$ cat src/verilog/ldm_pkg.sv
// Package with the constants and types of the display-mode and power control.
package ldm_pkg;

  // Register byte offsets on the APB.
  localparam logic [7:0] DISP_CTRL_OFS  = 8'h00;
  localparam logic [7:0] DH_POS_OFS     = 8'h04;
  localparam logic [7:0] DRIVE_CFG_OFS  = 8'h08;
  localparam logic [7:0] POWER_CTRL_OFS = 8'h0c;
  localparam logic [7:0] OSC_START_OFS  = 8'h10;
  localparam logic [7:0] STATUS_OFS     = 8'h14;

  // Display control fields.
  localparam int DH_EN_BIT  = 0;
  localparam int REV_BIT    = 1;
  localparam int DISP_ON_BIT = 2;
  localparam int CENTRE_BIT = 3;
  // Position fields: start in [6:0], end in [14:8].
  localparam int DH_END_LSB = 8;
  // Drive configuration fields: duty [3:0], bias [6:4], boost [9:8].
  localparam int BIAS_LSB   = 4;
  localparam int BOOST_LSB  = 8;
  localparam int CONTRAST_LSB = 16;
  // Power control fields: sleep, standby, amp level [5:4].
  localparam int SLEEP_BIT   = 0;
  localparam int STANDBY_BIT = 1;
  localparam int AMP_LSB     = 4;

  // Values after reset.
  localparam logic [3:0] DUTY_RST  = 4'he;
  localparam logic [2:0] BIAS_RST  = 3'h0;
  localparam logic [1:0] BOOST_RST = 2'h2;
  localparam logic [1:0] AMP_RST   = 2'h0;

  // Documented field codes.
  localparam logic [3:0] DUTY_120 = 4'he;
  localparam logic [3:0] DUTY_16  = 4'h1;
  localparam logic [2:0] BIAS_11  = 3'h0;
  localparam logic [2:0] BIAS_5   = 3'h6;
  localparam logic [1:0] BOOST_X6 = 2'h2;
  localparam logic [1:0] BOOST_X2 = 2'h0;
  localparam logic [1:0] AMP_OFF  = 2'h0;

  // Panel geometry and rates.
  localparam int PANEL_ROWS    = 128;
  localparam int FULL_ROWS     = 120;
  localparam int OSC_HZ        = 70000;
  localparam int FRAME_HZ      = 68;
  localparam int SYS_HZ        = 10000000;
  // Oscillator tick divider: system cycles per tick, rounded down, so the period is never longer.
  localparam int OSC_DIV       = SYS_HZ / OSC_HZ;
  // Oscillator ticks per frame, split over the active rows.
  localparam int TICKS_FRAME   = OSC_HZ / FRAME_HZ;
  // Oscillator start-up wait in ticks.
  localparam int OSC_SETTLE    = 16;

  // Power state machine.
  typedef enum logic [1:0] {
    LDM_ACTIVE  = 2'b00,
    LDM_SLEEP   = 2'b01,
    LDM_STANDBY = 2'b10
  } ldm_pwr_e;

endpackage

$ cat src/verilog/ldm_osc_gen.sv
// Internal oscillator tick generator with stop and start-up settling.
`timescale 1ns/1ps
module ldm_osc_gen
  import ldm_pkg::*;
#(
  parameter int DIV = OSC_DIV
) (
  // Clock and reset.
  input  wire logic clk_i,
  input  wire logic rstn_i,
  // Control.
  input  wire logic run_i,
  // Status.
  output logic      tick_o,
  output logic      stable_o
);

  logic [15:0] div_r;  // Divider count.
  logic [4:0]  set_r;  // Settling tick count.
  logic        wrap;   // Divider terminal count.

  assign wrap   = (div_r == 16'(DIV - 1));
  assign tick_o = run_i & wrap;

  // Divider runs only while the oscillator is enabled.
  always_ff @(posedge clk_i) begin
    if (!rstn_i || !run_i) begin
      div_r <= 16'h0000;
    end else begin
      div_r <= wrap ? 16'h0000 : div_r + 16'h0001;
    end
  end

  // Stable after a fixed number of ticks since the start.
  always_ff @(posedge clk_i) begin
    if (!rstn_i || !run_i) begin
      set_r <= 5'h00;
    end else if (tick_o && set_r != 5'(OSC_SETTLE)) begin
      set_r <= set_r + 5'h01;
    end
  end

  assign stable_o = (set_r == 5'(OSC_SETTLE));

endmodule // ldm_osc_gen

$ cat src/verilog/ldm_row_map.sv
// Maps a panel row to its stored raster-row under double height.
`timescale 1ns/1ps
module ldm_row_map
  import ldm_pkg::*;
(
  // Settings.
  input  wire logic       dh_en_i,
  input  wire logic [6:0] start_i,
  input  wire logic [6:0] end_i,
  // Row in and out.
  input  wire logic [6:0] panel_row_i,
  output logic [6:0]      src_row_o,
  output logic            in_dh_o
);

  logic [6:0] off;  // Offset into the doubled range.

  // Range is in panel rows, so scrolling never moves it.
  assign in_dh_o = dh_en_i && panel_row_i >= start_i
                   && panel_row_i <= end_i;
  assign off = panel_row_i - start_i;
  // Each source row from the start shows on two panel rows.
  assign src_row_o = in_dh_o ? start_i + {1'b0, off[6:1]}
                             : panel_row_i;

endmodule // ldm_row_map

$ cat src/verilog/ldm_ctrl.sv
// Display-mode and power-mode control with its APB register file.
`timescale 1ns/1ps
module ldm_ctrl
  import ldm_pkg::*;
#(
  parameter int ROWS = PANEL_ROWS
) (
  // Clock and reset.
  input  wire logic        SYS_CLK_I,
  input  wire logic        RSTN_I,
  // APB slave.
  input  wire logic        PSEL_I,
  input  wire logic        PENABLE_I,
  input  wire logic        PWRITE_I,
  input  wire logic [7:0]  PADDR_I,
  input  wire logic [31:0] PWDATA_I,
  output logic [31:0]      PRDATA_O,
  output logic             PREADY_O,
  output logic             PSLVERR_O,
  // Pixel path: stored pixel in, drive level out.
  input  wire logic        PIXEL_I,
  output logic             PIXEL_O,
  // Row scan toward the common and segment drivers.
  output logic [6:0]       PANEL_ROW_O,
  output logic [6:0]       SOURCE_ROW_O,
  output logic             ROW_SELECTED_O,
  output logic             DRIVE_ENABLE_O,
  output logic             ROW_TICK_O,
  // Analogue settings.
  output logic [3:0]       DRIVE_DUTY_SELECT_O,
  output logic [3:0]       DUTY_ROWS_LOG_O,
  output logic [2:0]       DRIVE_BIAS_SELECT_O,
  output logic [2:0]       BOOSTER_MULT_O,
  output logic [5:0]       CONTRAST_LEVEL_O,
  output logic [1:0]       AMP_POWER_LEVEL_O,
  output logic             SUPPLY_OFF_OK_O,
  output logic             OSC_RUN_O
);

  // Control registers.
  logic       dh_en_r, rev_r, disp_on_r, centre_r;
  logic [6:0] dh_start_r, dh_end_r;
  logic [3:0] duty_r;
  logic [2:0] bias_r;
  logic [1:0] boost_r, amp_r;
  logic [5:0] contrast_r;
  logic       sleep_r, standby_r, osc_on_r;
  ldm_pwr_e   pwr;

  // Scan state.
  logic [6:0]  row_r;        // Active row counter.
  logic [10:0] tick_cnt_r;   // Oscillator ticks within the row.
  logic [31:0] rdata_r;      // Registered read data.
  logic        row_tick_r;   // One-cycle row advance pulse.

  // Bus decode.
  logic wr_acc, rd_acc, hit;
  logic sel_ctrl, sel_pos, sel_drv, sel_pwr, sel_osc, sel_stat;
  logic wr_allowed;
  logic osc_tick, osc_stable;
  logic [6:0]  active_rows, win_base, row_limit;
  logic [10:0] ticks_per_row;
  logic [6:0]  src_row;
  logic        in_dh, running;

  assign sel_ctrl = PADDR_I == DISP_CTRL_OFS;
  assign sel_pos  = PADDR_I == DH_POS_OFS;
  assign sel_drv  = PADDR_I == DRIVE_CFG_OFS;
  assign sel_pwr  = PADDR_I == POWER_CTRL_OFS;
  assign sel_osc  = PADDR_I == OSC_START_OFS;
  assign sel_stat = PADDR_I == STATUS_OFS;
  assign hit = sel_ctrl | sel_pos | sel_drv | sel_pwr | sel_osc | sel_stat;
  assign wr_acc = PSEL_I & PENABLE_I & PWRITE_I;
  assign rd_acc = PSEL_I & ~PENABLE_I & ~PWRITE_I;
  // In standby only the start-oscillation write and a power-control write
  // after the oscillator has settled are honoured.
  assign wr_allowed = !standby_r || sel_osc
                      || (sel_pwr && osc_on_r && osc_stable);
  assign PREADY_O  = 1'b1;
  assign PSLVERR_O = PSEL_I & PENABLE_I & ~hit;
  assign PRDATA_O  = rdata_r;

  // Display control and position registers.
  always_ff @(posedge SYS_CLK_I) begin
    if (!RSTN_I) begin
      dh_en_r <= 1'b0; rev_r <= 1'b0; disp_on_r <= 1'b0; centre_r <= 1'b0;
      dh_start_r <= 7'h00; dh_end_r <= 7'h00;
    end else if (wr_acc && wr_allowed) begin
      if (sel_ctrl) begin
        dh_en_r   <= PWDATA_I[DH_EN_BIT];
        rev_r     <= PWDATA_I[REV_BIT];
        disp_on_r <= PWDATA_I[DISP_ON_BIT];
        centre_r  <= PWDATA_I[CENTRE_BIT];
      end
      if (sel_pos) begin
        dh_start_r <= PWDATA_I[6:0];
        dh_end_r   <= PWDATA_I[DH_END_LSB +: 7];
      end
    end
  end

  // Drive configuration register.
  always_ff @(posedge SYS_CLK_I) begin
    if (!RSTN_I) begin
      duty_r <= DUTY_RST; bias_r <= BIAS_RST; boost_r <= BOOST_RST;
      contrast_r <= 6'h00;
    end else if (wr_acc && wr_allowed && sel_drv) begin
      duty_r     <= PWDATA_I[3:0];
      bias_r     <= PWDATA_I[BIAS_LSB +: 3];
      boost_r    <= PWDATA_I[BOOST_LSB +: 2];
      contrast_r <= PWDATA_I[CONTRAST_LSB +: 6];
    end
  end

  // Power control and oscillator start.
  always_ff @(posedge SYS_CLK_I) begin
    if (!RSTN_I) begin
      sleep_r <= 1'b0; standby_r <= 1'b0; amp_r <= AMP_RST;
      osc_on_r <= 1'b1;
    end else if (wr_acc && wr_allowed) begin
      if (sel_pwr) begin
        sleep_r   <= PWDATA_I[SLEEP_BIT];
        standby_r <= PWDATA_I[STANDBY_BIT];
        amp_r     <= PWDATA_I[AMP_LSB +: 2];
        // Entering standby stops the oscillator.
        if (PWDATA_I[STANDBY_BIT]) osc_on_r <= 1'b0;
      end
      if (sel_osc) begin
        osc_on_r <= 1'b1;
      end
    end
  end

  // Read data is registered in the setup cycle.
  always_ff @(posedge SYS_CLK_I) begin
    if (!RSTN_I) begin
      rdata_r <= 32'h0000_0000;
    end else if (rd_acc) begin
      rdata_r <= sel_ctrl ? {28'h0, centre_r, disp_on_r, rev_r, dh_en_r} :
                 sel_pos  ? {17'h0, dh_end_r, 1'b0, dh_start_r} :
                 sel_drv  ? {10'h0, contrast_r, 6'h0, boost_r, 1'b0,
                             bias_r, duty_r} :
                 sel_pwr  ? {26'h0, amp_r, 2'h0, standby_r, sleep_r} :
                 sel_stat ? {14'h0, osc_stable, osc_on_r, 1'b0, row_r,
                             6'h00, pwr} :
                 32'h0000_0000;
    end
  end

  assign pwr = standby_r ? LDM_STANDBY : sleep_r ? LDM_SLEEP : LDM_ACTIVE;

  ldm_osc_gen u_osc (
    .clk_i    (SYS_CLK_I),
    .rstn_i   (RSTN_I),
    .run_i    (osc_on_r),
    .tick_o   (osc_tick),
    .stable_o (osc_stable)
  );

  // Duty code n selects 8*(n+1) rows for codes up to 1110, and 1111 gives 0; 1110 is 120 and 0001 is 16.
  assign active_rows = 7'((duty_r + 4'h1) * 8);
  // Ticks per row split the frame ticks over the active rows, rounded down; 1111 divides by 0.
  assign ticks_per_row = 11'(TICKS_FRAME) / 11'(active_rows);
  // Centred window sits in the middle of the full area.
  assign win_base = centre_r ? 7'((FULL_ROWS - active_rows) / 2)
                             : 7'h00;
  assign row_limit = win_base + active_rows - 7'h01;
  // Sleep or standby halts the scan entirely.
  assign running = (pwr == LDM_ACTIVE) && osc_on_r;

  // Row scan over the active duty window.
  always_ff @(posedge SYS_CLK_I) begin
    if (!RSTN_I || !running) begin
      row_r <= 7'h00; tick_cnt_r <= 11'h000; row_tick_r <= 1'b0;
    end else begin
      row_tick_r <= 1'b0;
      if (osc_tick) begin
        if (tick_cnt_r + 11'h001 >= ticks_per_row) begin
          tick_cnt_r <= 11'h000;
          row_tick_r <= 1'b1;
          row_r <= (row_r >= row_limit || row_r < win_base) ? win_base
                   : row_r + 7'h01;
        end else begin
          tick_cnt_r <= tick_cnt_r + 11'h001;
        end
      end
    end
  end

  ldm_row_map u_map (
    .dh_en_i     (dh_en_r),
    .start_i     (dh_start_r),
    .end_i       (dh_end_r),
    .panel_row_i (row_r),
    .src_row_o   (src_row),
    .in_dh_o     (in_dh)
  );

  // Rows outside the window and all rows in a low-power mode stay dark.
  assign DRIVE_ENABLE_O = running && disp_on_r;
  assign ROW_SELECTED_O = DRIVE_ENABLE_O && row_r >= win_base
                          && row_r <= row_limit;
  // Reverse inverts lit and unlit; ground output when not driving.
  assign PIXEL_O = DRIVE_ENABLE_O & (PIXEL_I ^ rev_r);
  assign PANEL_ROW_O  = row_r;
  assign SOURCE_ROW_O = src_row;
  assign ROW_TICK_O   = row_tick_r;
  assign DRIVE_DUTY_SELECT_O = duty_r;
  assign DUTY_ROWS_LOG_O     = duty_r;
  assign DRIVE_BIAS_SELECT_O = bias_r;
  // Booster code 00 two-times, 01 five, 10 six, 11 seven.
  assign BOOSTER_MULT_O = (boost_r == BOOST_X2) ? 3'd2 :
                          (boost_r == BOOST_X6) ? 3'd6 :
                          boost_r[0] && boost_r[1] ? 3'd7 : 3'd5;
  assign CONTRAST_LEVEL_O  = contrast_r;
  assign AMP_POWER_LEVEL_O = amp_r;
  assign SUPPLY_OFF_OK_O   = (pwr != LDM_ACTIVE)
                             && (amp_r == AMP_OFF);
  assign OSC_RUN_O = osc_on_r;

  // Outputs dark whenever sleep is set.
  a_sleep_dark: assert property (@(posedge SYS_CLK_I) disable iff (!RSTN_I)
    sleep_r |-> !PIXEL_O && !ROW_SELECTED_O)
    else $error("Display drives during sleep.");

  // Standby write blocks the oscillator next cycle.
  a_standby_osc: assert property (@(posedge SYS_CLK_I) disable iff (!RSTN_I)
    wr_acc && sel_pwr && PWDATA_I[STANDBY_BIT] && wr_allowed
    |=> !OSC_RUN_O)
    else $error("Oscillator still runs in standby.");

  // A drive-config write in standby leaves the duty code unchanged.
  a_standby_ign: assert property (@(posedge SYS_CLK_I) disable iff (!RSTN_I)
    standby_r && wr_acc && sel_drv |=> $stable(duty_r))
    else $error("Instruction accepted in standby.");

  // Reverse inverts the pixel while driving.
  a_rev_pixel: assert property (@(posedge SYS_CLK_I) disable iff (!RSTN_I)
    DRIVE_ENABLE_O |-> PIXEL_O == (PIXEL_I ^ rev_r))
    else $error("Reverse video not applied.");

  // Row counter is inside the window at each row advance under a steady duty and centring.
  a_row_window: assert property (@(posedge SYS_CLK_I) disable iff (!RSTN_I)
    $rose(row_tick_r) && $stable(duty_r) && $stable(centre_r)
    |-> row_r >= win_base && row_r <= row_limit)
    else $error("Row scan left the duty window.");

  // Doubled rows map to the source two panel rows apart.
  a_dh_double: assert property (@(posedge SYS_CLK_I) disable iff (!RSTN_I)
    in_dh |-> src_row == dh_start_r + 7'((row_r - dh_start_r) >> 1))
    else $error("Double-height mapping wrong.");

  // No doubling when disabled.
  a_dh_off: assert property (@(posedge SYS_CLK_I) disable iff (!RSTN_I)
    !dh_en_r |-> src_row == row_r)
    else $error("Doubling while disabled.");

  // Supply release only in a low-power mode with amp code 00.
  a_supply_off: assert property (@(posedge SYS_CLK_I) disable iff (!RSTN_I)
    SUPPLY_OFF_OK_O |-> (sleep_r || standby_r) && amp_r == 2'h0)
    else $error("Supply release outside low power.");

  // Duty decode for the documented codes.
  a_duty_rows: assert property (@(posedge SYS_CLK_I) disable iff (!RSTN_I)
    (duty_r == DUTY_120 |-> active_rows == 7'd120)
    and (duty_r == DUTY_16 |-> active_rows == 7'd16))
    else $error("Duty decode wrong.");

endmodule // ldm_ctrl

$ cat config.mk
export PLATFORM = sky130hd
export DESIGN_NAME = ldm_ctrl
export DESIGN_NICKNAME = d
export VERILOG_FILES = /design/src/verilog/ldm_pkg.sv /design/src/verilog/ldm_osc_gen.sv /design/src/verilog/ldm_row_map.sv /design/src/verilog/ldm_ctrl.sv
export SDC_FILE = /design/constraint.sdc
export NUM_CORES = 1
export LEC_CHECK = 0
export ABC_AREA = 1
export BUFFER_PORTS_ARGS = -buffer_cell sky130_fd_sc_hd__clkbuf_2
export CORE_ASPECT_RATIO = 1.4
export CORE_MARGIN = 2
export CORE_UTILIZATION = 40
export DETAILED_ROUTE_END_ITERATION = 8
export PLACE_DENSITY = 0.56
export SETUP_SLACK_MARGIN = 0.2
export SYNTH_ARGS = -nofsm -noshare
export SYNTH_HDL_FRONTEND = slang
export SYNTH_HIERARCHICAL = 1
export SYNTH_SLANG_ARGS = --single-unit
$ cat constraint.sdc
create_clock -name SYS_CLK_I -period 11.3 [get_ports SYS_CLK_I]
set_clock_uncertainty 0.1 [all_clocks]
set_input_delay 2.26 -clock SYS_CLK_I [delete_from_list [all_inputs] [get_ports SYS_CLK_I]]
set_output_delay 2.26 -clock SYS_CLK_I [all_outputs]
set_load 0.005 [all_outputs]
* After elaboration in Yosys (flattened, before gate mapping)
Index checks and enable logic that the tools add are counted.
** Storage, ports and cells
- Output and inout bits :: 76
- Logic and storage cells :: 118
- Bits in read-only memories :: 0
- Bits in latches :: 0
- Memories :: 0
- RAM bits :: 0
- Flip-flop bits (word level) :: 110
** Cells by class
- Bitwise gates (word level) :: 17
- Multipliers :: 0
- Order comparisons :: 7
- Equality and inequality tests :: 9
- $add $sub $neg :: 10
- Reductions and logical operators :: 36
- Div/mod/pow operators :: 1
- Multiplexer cells :: 18
- Shift operators :: 0
** Operator list (count)
- $mux W22 :: 3
- $mux W18 :: 2
- $ge A7 B7 Y1 :: 3
- $mux W7 :: 3
- $add A16 B1 Y16 const B :: 1
- $eq A16 B8 Y1 const B :: 1
- $eq A8 B4 Y1 const B :: 2
- $eq A8 B5 Y1 const B :: 2
- $le A7 B7 Y1 :: 2
- $logic_and A1 B1 Y1 :: 13
- $add A11 B1 Y11 const B :: 1
- $div A11 B7 Y11 const A :: 1
- $ge A11 B11 Y1 :: 1
- $mux W11 :: 1
- $eq A8 B3 Y1 const B :: 1
- $logic_not A8 Y1 :: 1
- $reduce_and A2 Y1 :: 4
- $sub A7 B7 Y8 const A :: 1
- $add A7 B1 Y7 const B :: 1
- $add A7 B6 Y7 :: 1
- $add A7 B7 Y7 :: 1
- $and A1 B1 Y1 :: 7
- $lt A7 B7 Y1 :: 1
- $sub A7 B1 Y7 const B :: 1
- 18 further kinds :: 43

* Logic depth before layout (Yosys ltp)
- Depth in word-level cells :: 8
- Depth in mapped cells :: 61

* Hierarchy
The synthesis kept the hierarchy.
** By module, submodules not included
- ldm_ctrl :: cells each 775, area each 5418.9 µm², instances 1, sequential area each 1541.5 µm²
- ldm_osc_gen :: cells each 188, area each 1223.7 µm², instances 1, sequential area each 420.4 µm²
- ldm_row_map :: cells each 157, area each 945.9 µm², instances 1, sequential area each 0.0 µm²

* Worst setup path after synthesis
No wires, ideal clock.
- Kind :: register to register
- From :: register duty_r[1], in the netlist DRIVE_DUTY_SELECT_O[1]
- To :: register row_r[6], in the netlist PANEL_ROW_O[6]
- Buffers on the path :: 0
- Stages on the path, launching flop included :: 59
- Setup slack :: 2.703 ns
- Data arrival time :: 8.373 ns
- Clock period less this slack :: 8.597 ns
- Path through :: dfxtp_1 -> ha_1 -> xnor2_1 -> nand2_1 -> inv_1 -> nand2_1 -> ha_1 -> a21oi_1 -> nand3b_2 -> nor2_2 -> ha_1 -> o21ai_2 -> nand2_1 -> a21oi_4 -> o21ai_0 -> o21ai_0 -> inv_1 -> ha_1 -> (+23 left out) -> nor2_1 -> nand3_4 -> inv_2 -> nand2_1 -> o21ai_1 -> ha_1 -> a21oi_1 -> nand2_1 -> a21oi_1 -> nand2_1 -> ha_1 -> nand4_1 -> o311ai_0 -> inv_1 -> nor2_1 -> inv_1 -> o21ai_0 -> nor3b_1
** On the way
- Cells in the longest elaborated chain, start to end :: 8
- Elaborated cells between the ends (all ways) :: 12
- Classes of those cells :: 4 x add/sub; 1 x div; 3 x order compare; 2 x mux; 2 x reduce/logical
** Ends and longest elaborated chain
- start, declared :: line ldm_ctrl.sv:43 : logic [3:0] duty_r;
- start signal, assigned :: line ldm_ctrl.sv:108 : duty_r <= PWDATA_I[3:0];
- $add A4 B1 Y4 (*) :: line ldm_ctrl.sv:161 : assign active_rows = 7'((duty_r + 4'h1) * 8);
- branches (longest 7 deep; another with $div A11 B7 Y11)
- end signal, assigned :: line ldm_ctrl.sv:181 : row_r <= (row_r >= row_limit || row_r < win_base) ? win_base
- end, declared :: line ldm_ctrl.sv:51 : logic [6:0] row_r;
Every way passes the cells marked *.
A chain may end at the register's enable or synchronous reset.

* Worst setup path after layout
- From :: register duty_r[1], in the netlist DRIVE_DUTY_SELECT_O[1]
- To :: register row_r[2], in the netlist PANEL_ROW_O[2]
Same word-level chain as after synthesis.

==> results.cfg <==
[outcome]
outcome = complete, no violations

[hold_path]
hold_end = u_osc/div_r[14]
hold_depth = 2
hold_start = u_osc/div_r[14]
hold_class = flop to flop

[global_route]
grt_first_pass_wirelength_um = 33500
gr-total-overflow = 0
grtUsageMet2 = 0.374
grtUsageMet1 = 0.242
antenna_found_initial = 0
grt_usage = 0.203
grtUsageMet3 = 0.0301
grt.busiest_layer = met2
first_global_vias = 7062
grt_max_degree = 39

[critical_path]
critPathBufInv = 13
cp_top_family = simple AND/OR/NAND/NOR gates
r2r_cells = 60
worstPathArrival_ns = 10.02
worstSetupEndpointType = flop
r2r_slack_ns = 1.45
crit_required_ns = 11.47
r2r-end = PANEL_ROW_O[2]
critPathKind = flop to flop
critPathMaxFanout = 11
start_kind = flop
critical-path-slowest-cell = dfxtp_1
timing.rr.start = DRIVE_DUTY_SELECT_O[1]
path_common_cell = nand2_1
slowest_delay_ns = 0.59

[synth]
netlist_area_um2 = 7580
syn_inst = 1119
avgSynthCellArea_um2 = 6.78
yosysWarnings = 6

[clocking]
clock_sinks = 98
path_clk_slew_ns = 0.07
post_cts_buffers = 0
cts_hold_buffers = 0
cts_inserted_buffers = 9
cts_tree = yes
post_cts_resize_count = 0
clockBufferDepth = 2
htreeDepth = 3
clock-root-buffer = clkbuf_16
clk-insertion-delay-late_ns = 0.35

[power]
p_sw_frac = 0.238
combPwrFrac = 0.041
p_int_uw = 530
power.switching_uw = 166
power.density_nw_per_um2 = 81.9
cellLeakagePower_nw = 4.08
clockPowerShare = 0.460
seq_power_share = 0.499
ir_worst_vdd_mv = 0.0735

[run]
drv_cap = 0

[sta]
fin_crit_sh = 0.872
tightest_slew_ns = 0.930
fmax_ghz = 0.102
whs_ns = 0.366
slew_violations = 0
finalHoldViolations = 0
finalWorstSetupSlack_ns = 1.45
setup_viol = 0
finalSetupTns_ns = 0
rsz0062_at_grt = no
slew_headroom = 0.377
layout_min_cycle_time_ns = 9.85

[route]
drt_iter0_markers = 344
wl_per_cell_um = 13.7
drcViolationCount = 0
drt-total-wl_um = 19800
via_count = 7183
firstDrtPassIters = 5
vias_per_cell = 4.96
antenna_left = 0

[placed_design]
hpwl_um = 15400
gp_congestion = 0.822
port-buffer-count = 96
pre_cts_ws_ns = 1.42

[layout]
layout-drive-gt1-share = 0.142
num-fill-cells = 2009
antenna_cells = 0
nets = 1316
area_delta_synth_final_pct = 12.1

[floorplanning]
io_pins = 122
die_h_um = 167
dieArea_um2 = 20100
die_w_um = 120
core-area_um2 = 18600
fp-row-count = 59
start_util = 0.408
==> cell type report <==
cell class,count,area [um^2],share of cell area
flip-flops and latches,98,1960,0.231
repair buffers,101,518,0.0609
inverters,172,646,0.0759
multi-input cells,816,4770,0.561
clock inverters,6,73.8,0.00868
well taps,244,305,0.0359
clock buffers,10,229,0.0269
==> per-stage QoR <==
step / std cells / util / power [mW] / area [um^2]
floorplan: 1130 / - / 0.375 / 7630
global placement: 1431 / 0.441 / 0.384 / 8200
detailed placement: 1431 / 0.441 / 0.384 / 8200
CTS: 1447 / 0.457 / 0.705 / 8500
global route: 1447 / 0.457 / 0.723 / 8500
finish: 1447 / 0.457 / 0.696 / 8500
==> power groups by stage <==
stage | combinational (mW) | clock, mW | sequential (mW)
after floorplan | 0.0197 | 0 | 0.355
after global placement | 0.0285 | 0 | 0.355
after detailed placement | 0.0286 | 0 | 0.355
after CTS | 0.0287 | 0.329 | 0.347
after global routing | 0.0325 | 0.344 | 0.347
final | 0.0286 | 0.320 | 0.347
==> worst register-to-register path: cells and delay by family (launching register included) <==
family          cells  cell delay, ns
compound gates     13            2.23
buf+inv            13            1.60
xor+xnor            1            0.13
flops               1            0.59
fa+ha+maj           8            2.43
simple gates       25            2.71
==> registers in the layout (all words and copies together) (netlist names) <==
name	flops
standby_r	1
DRIVE_BIAS_SELECT_O	3
centre_r	1
tick_cnt_r	11
ROW_TICK_O	1
dh_end_r	7
sleep_r	1
u_osc/set_r	5
OSC_RUN_O	1
dh_start_r	7
disp_on_r	1
rev_r	1
AMP_POWER_LEVEL_O	2
boost_r	2
dh_en_r	1
u_osc/div_r	16
DRIVE_DUTY_SELECT_O	4
PRDATA_O	20
PANEL_ROW_O	7
CONTRAST_LEVEL_O	6
==> layout by cell type (no fill, tap or decap), types with 3 or more instances in the layout <==
master / count
fa_1: 3
buf_4: 5
nand3_4: 5
nor2_4: 3
nand3_1: 70
a21oi_1: 107
xor2_1: 29
nand4_1: 29
nor2_2: 4
o21ai_0: 55
nand2_2: 9
xnor2_1: 9
inv_1: 164
o21ai_1: 3
inv_2: 8
nor3_1: 13
dfxtp_1: 98
conb_1: 13
o221ai_1: 4
ha_1: 69
nand3b_1: 3
nand2_8: 3
nand2_4: 6
o22ai_1: 15
clkbuf_2: 96
nand2_1: 242
nor2_1: 91
clkbuf_16: 9
==> worst max path at each step <==
stage,startpoint,endpoint,slack [ns],cells past startpoint
2_1_floorplan,DRIVE_DUTY_SELECT_O[1],PANEL_ROW_O[6],2.70,58
3_3_place_gp,DRIVE_DUTY_SELECT_O[1],PANEL_ROW_O[6],1.58,59
3_5_place_dp,DRIVE_DUTY_SELECT_O[1],PANEL_ROW_O[2],1.42,60
4_1_cts,DRIVE_DUTY_SELECT_O[1],PANEL_ROW_O[2],1.38,58
5_1_grt,DRIVE_DUTY_SELECT_O[1],PANEL_ROW_O[3],0.28,57
6_report,DRIVE_DUTY_SELECT_O[1],PANEL_ROW_O[2],1.45,60
==> routing by layer <==
metal  vias up  routed length (um)
met5         -                   0
met4         0                 299
met3        17                 756
met2       117               10000
met1      3267                8730
li1       3782                   -
Power figures use the tool's default switching activity.
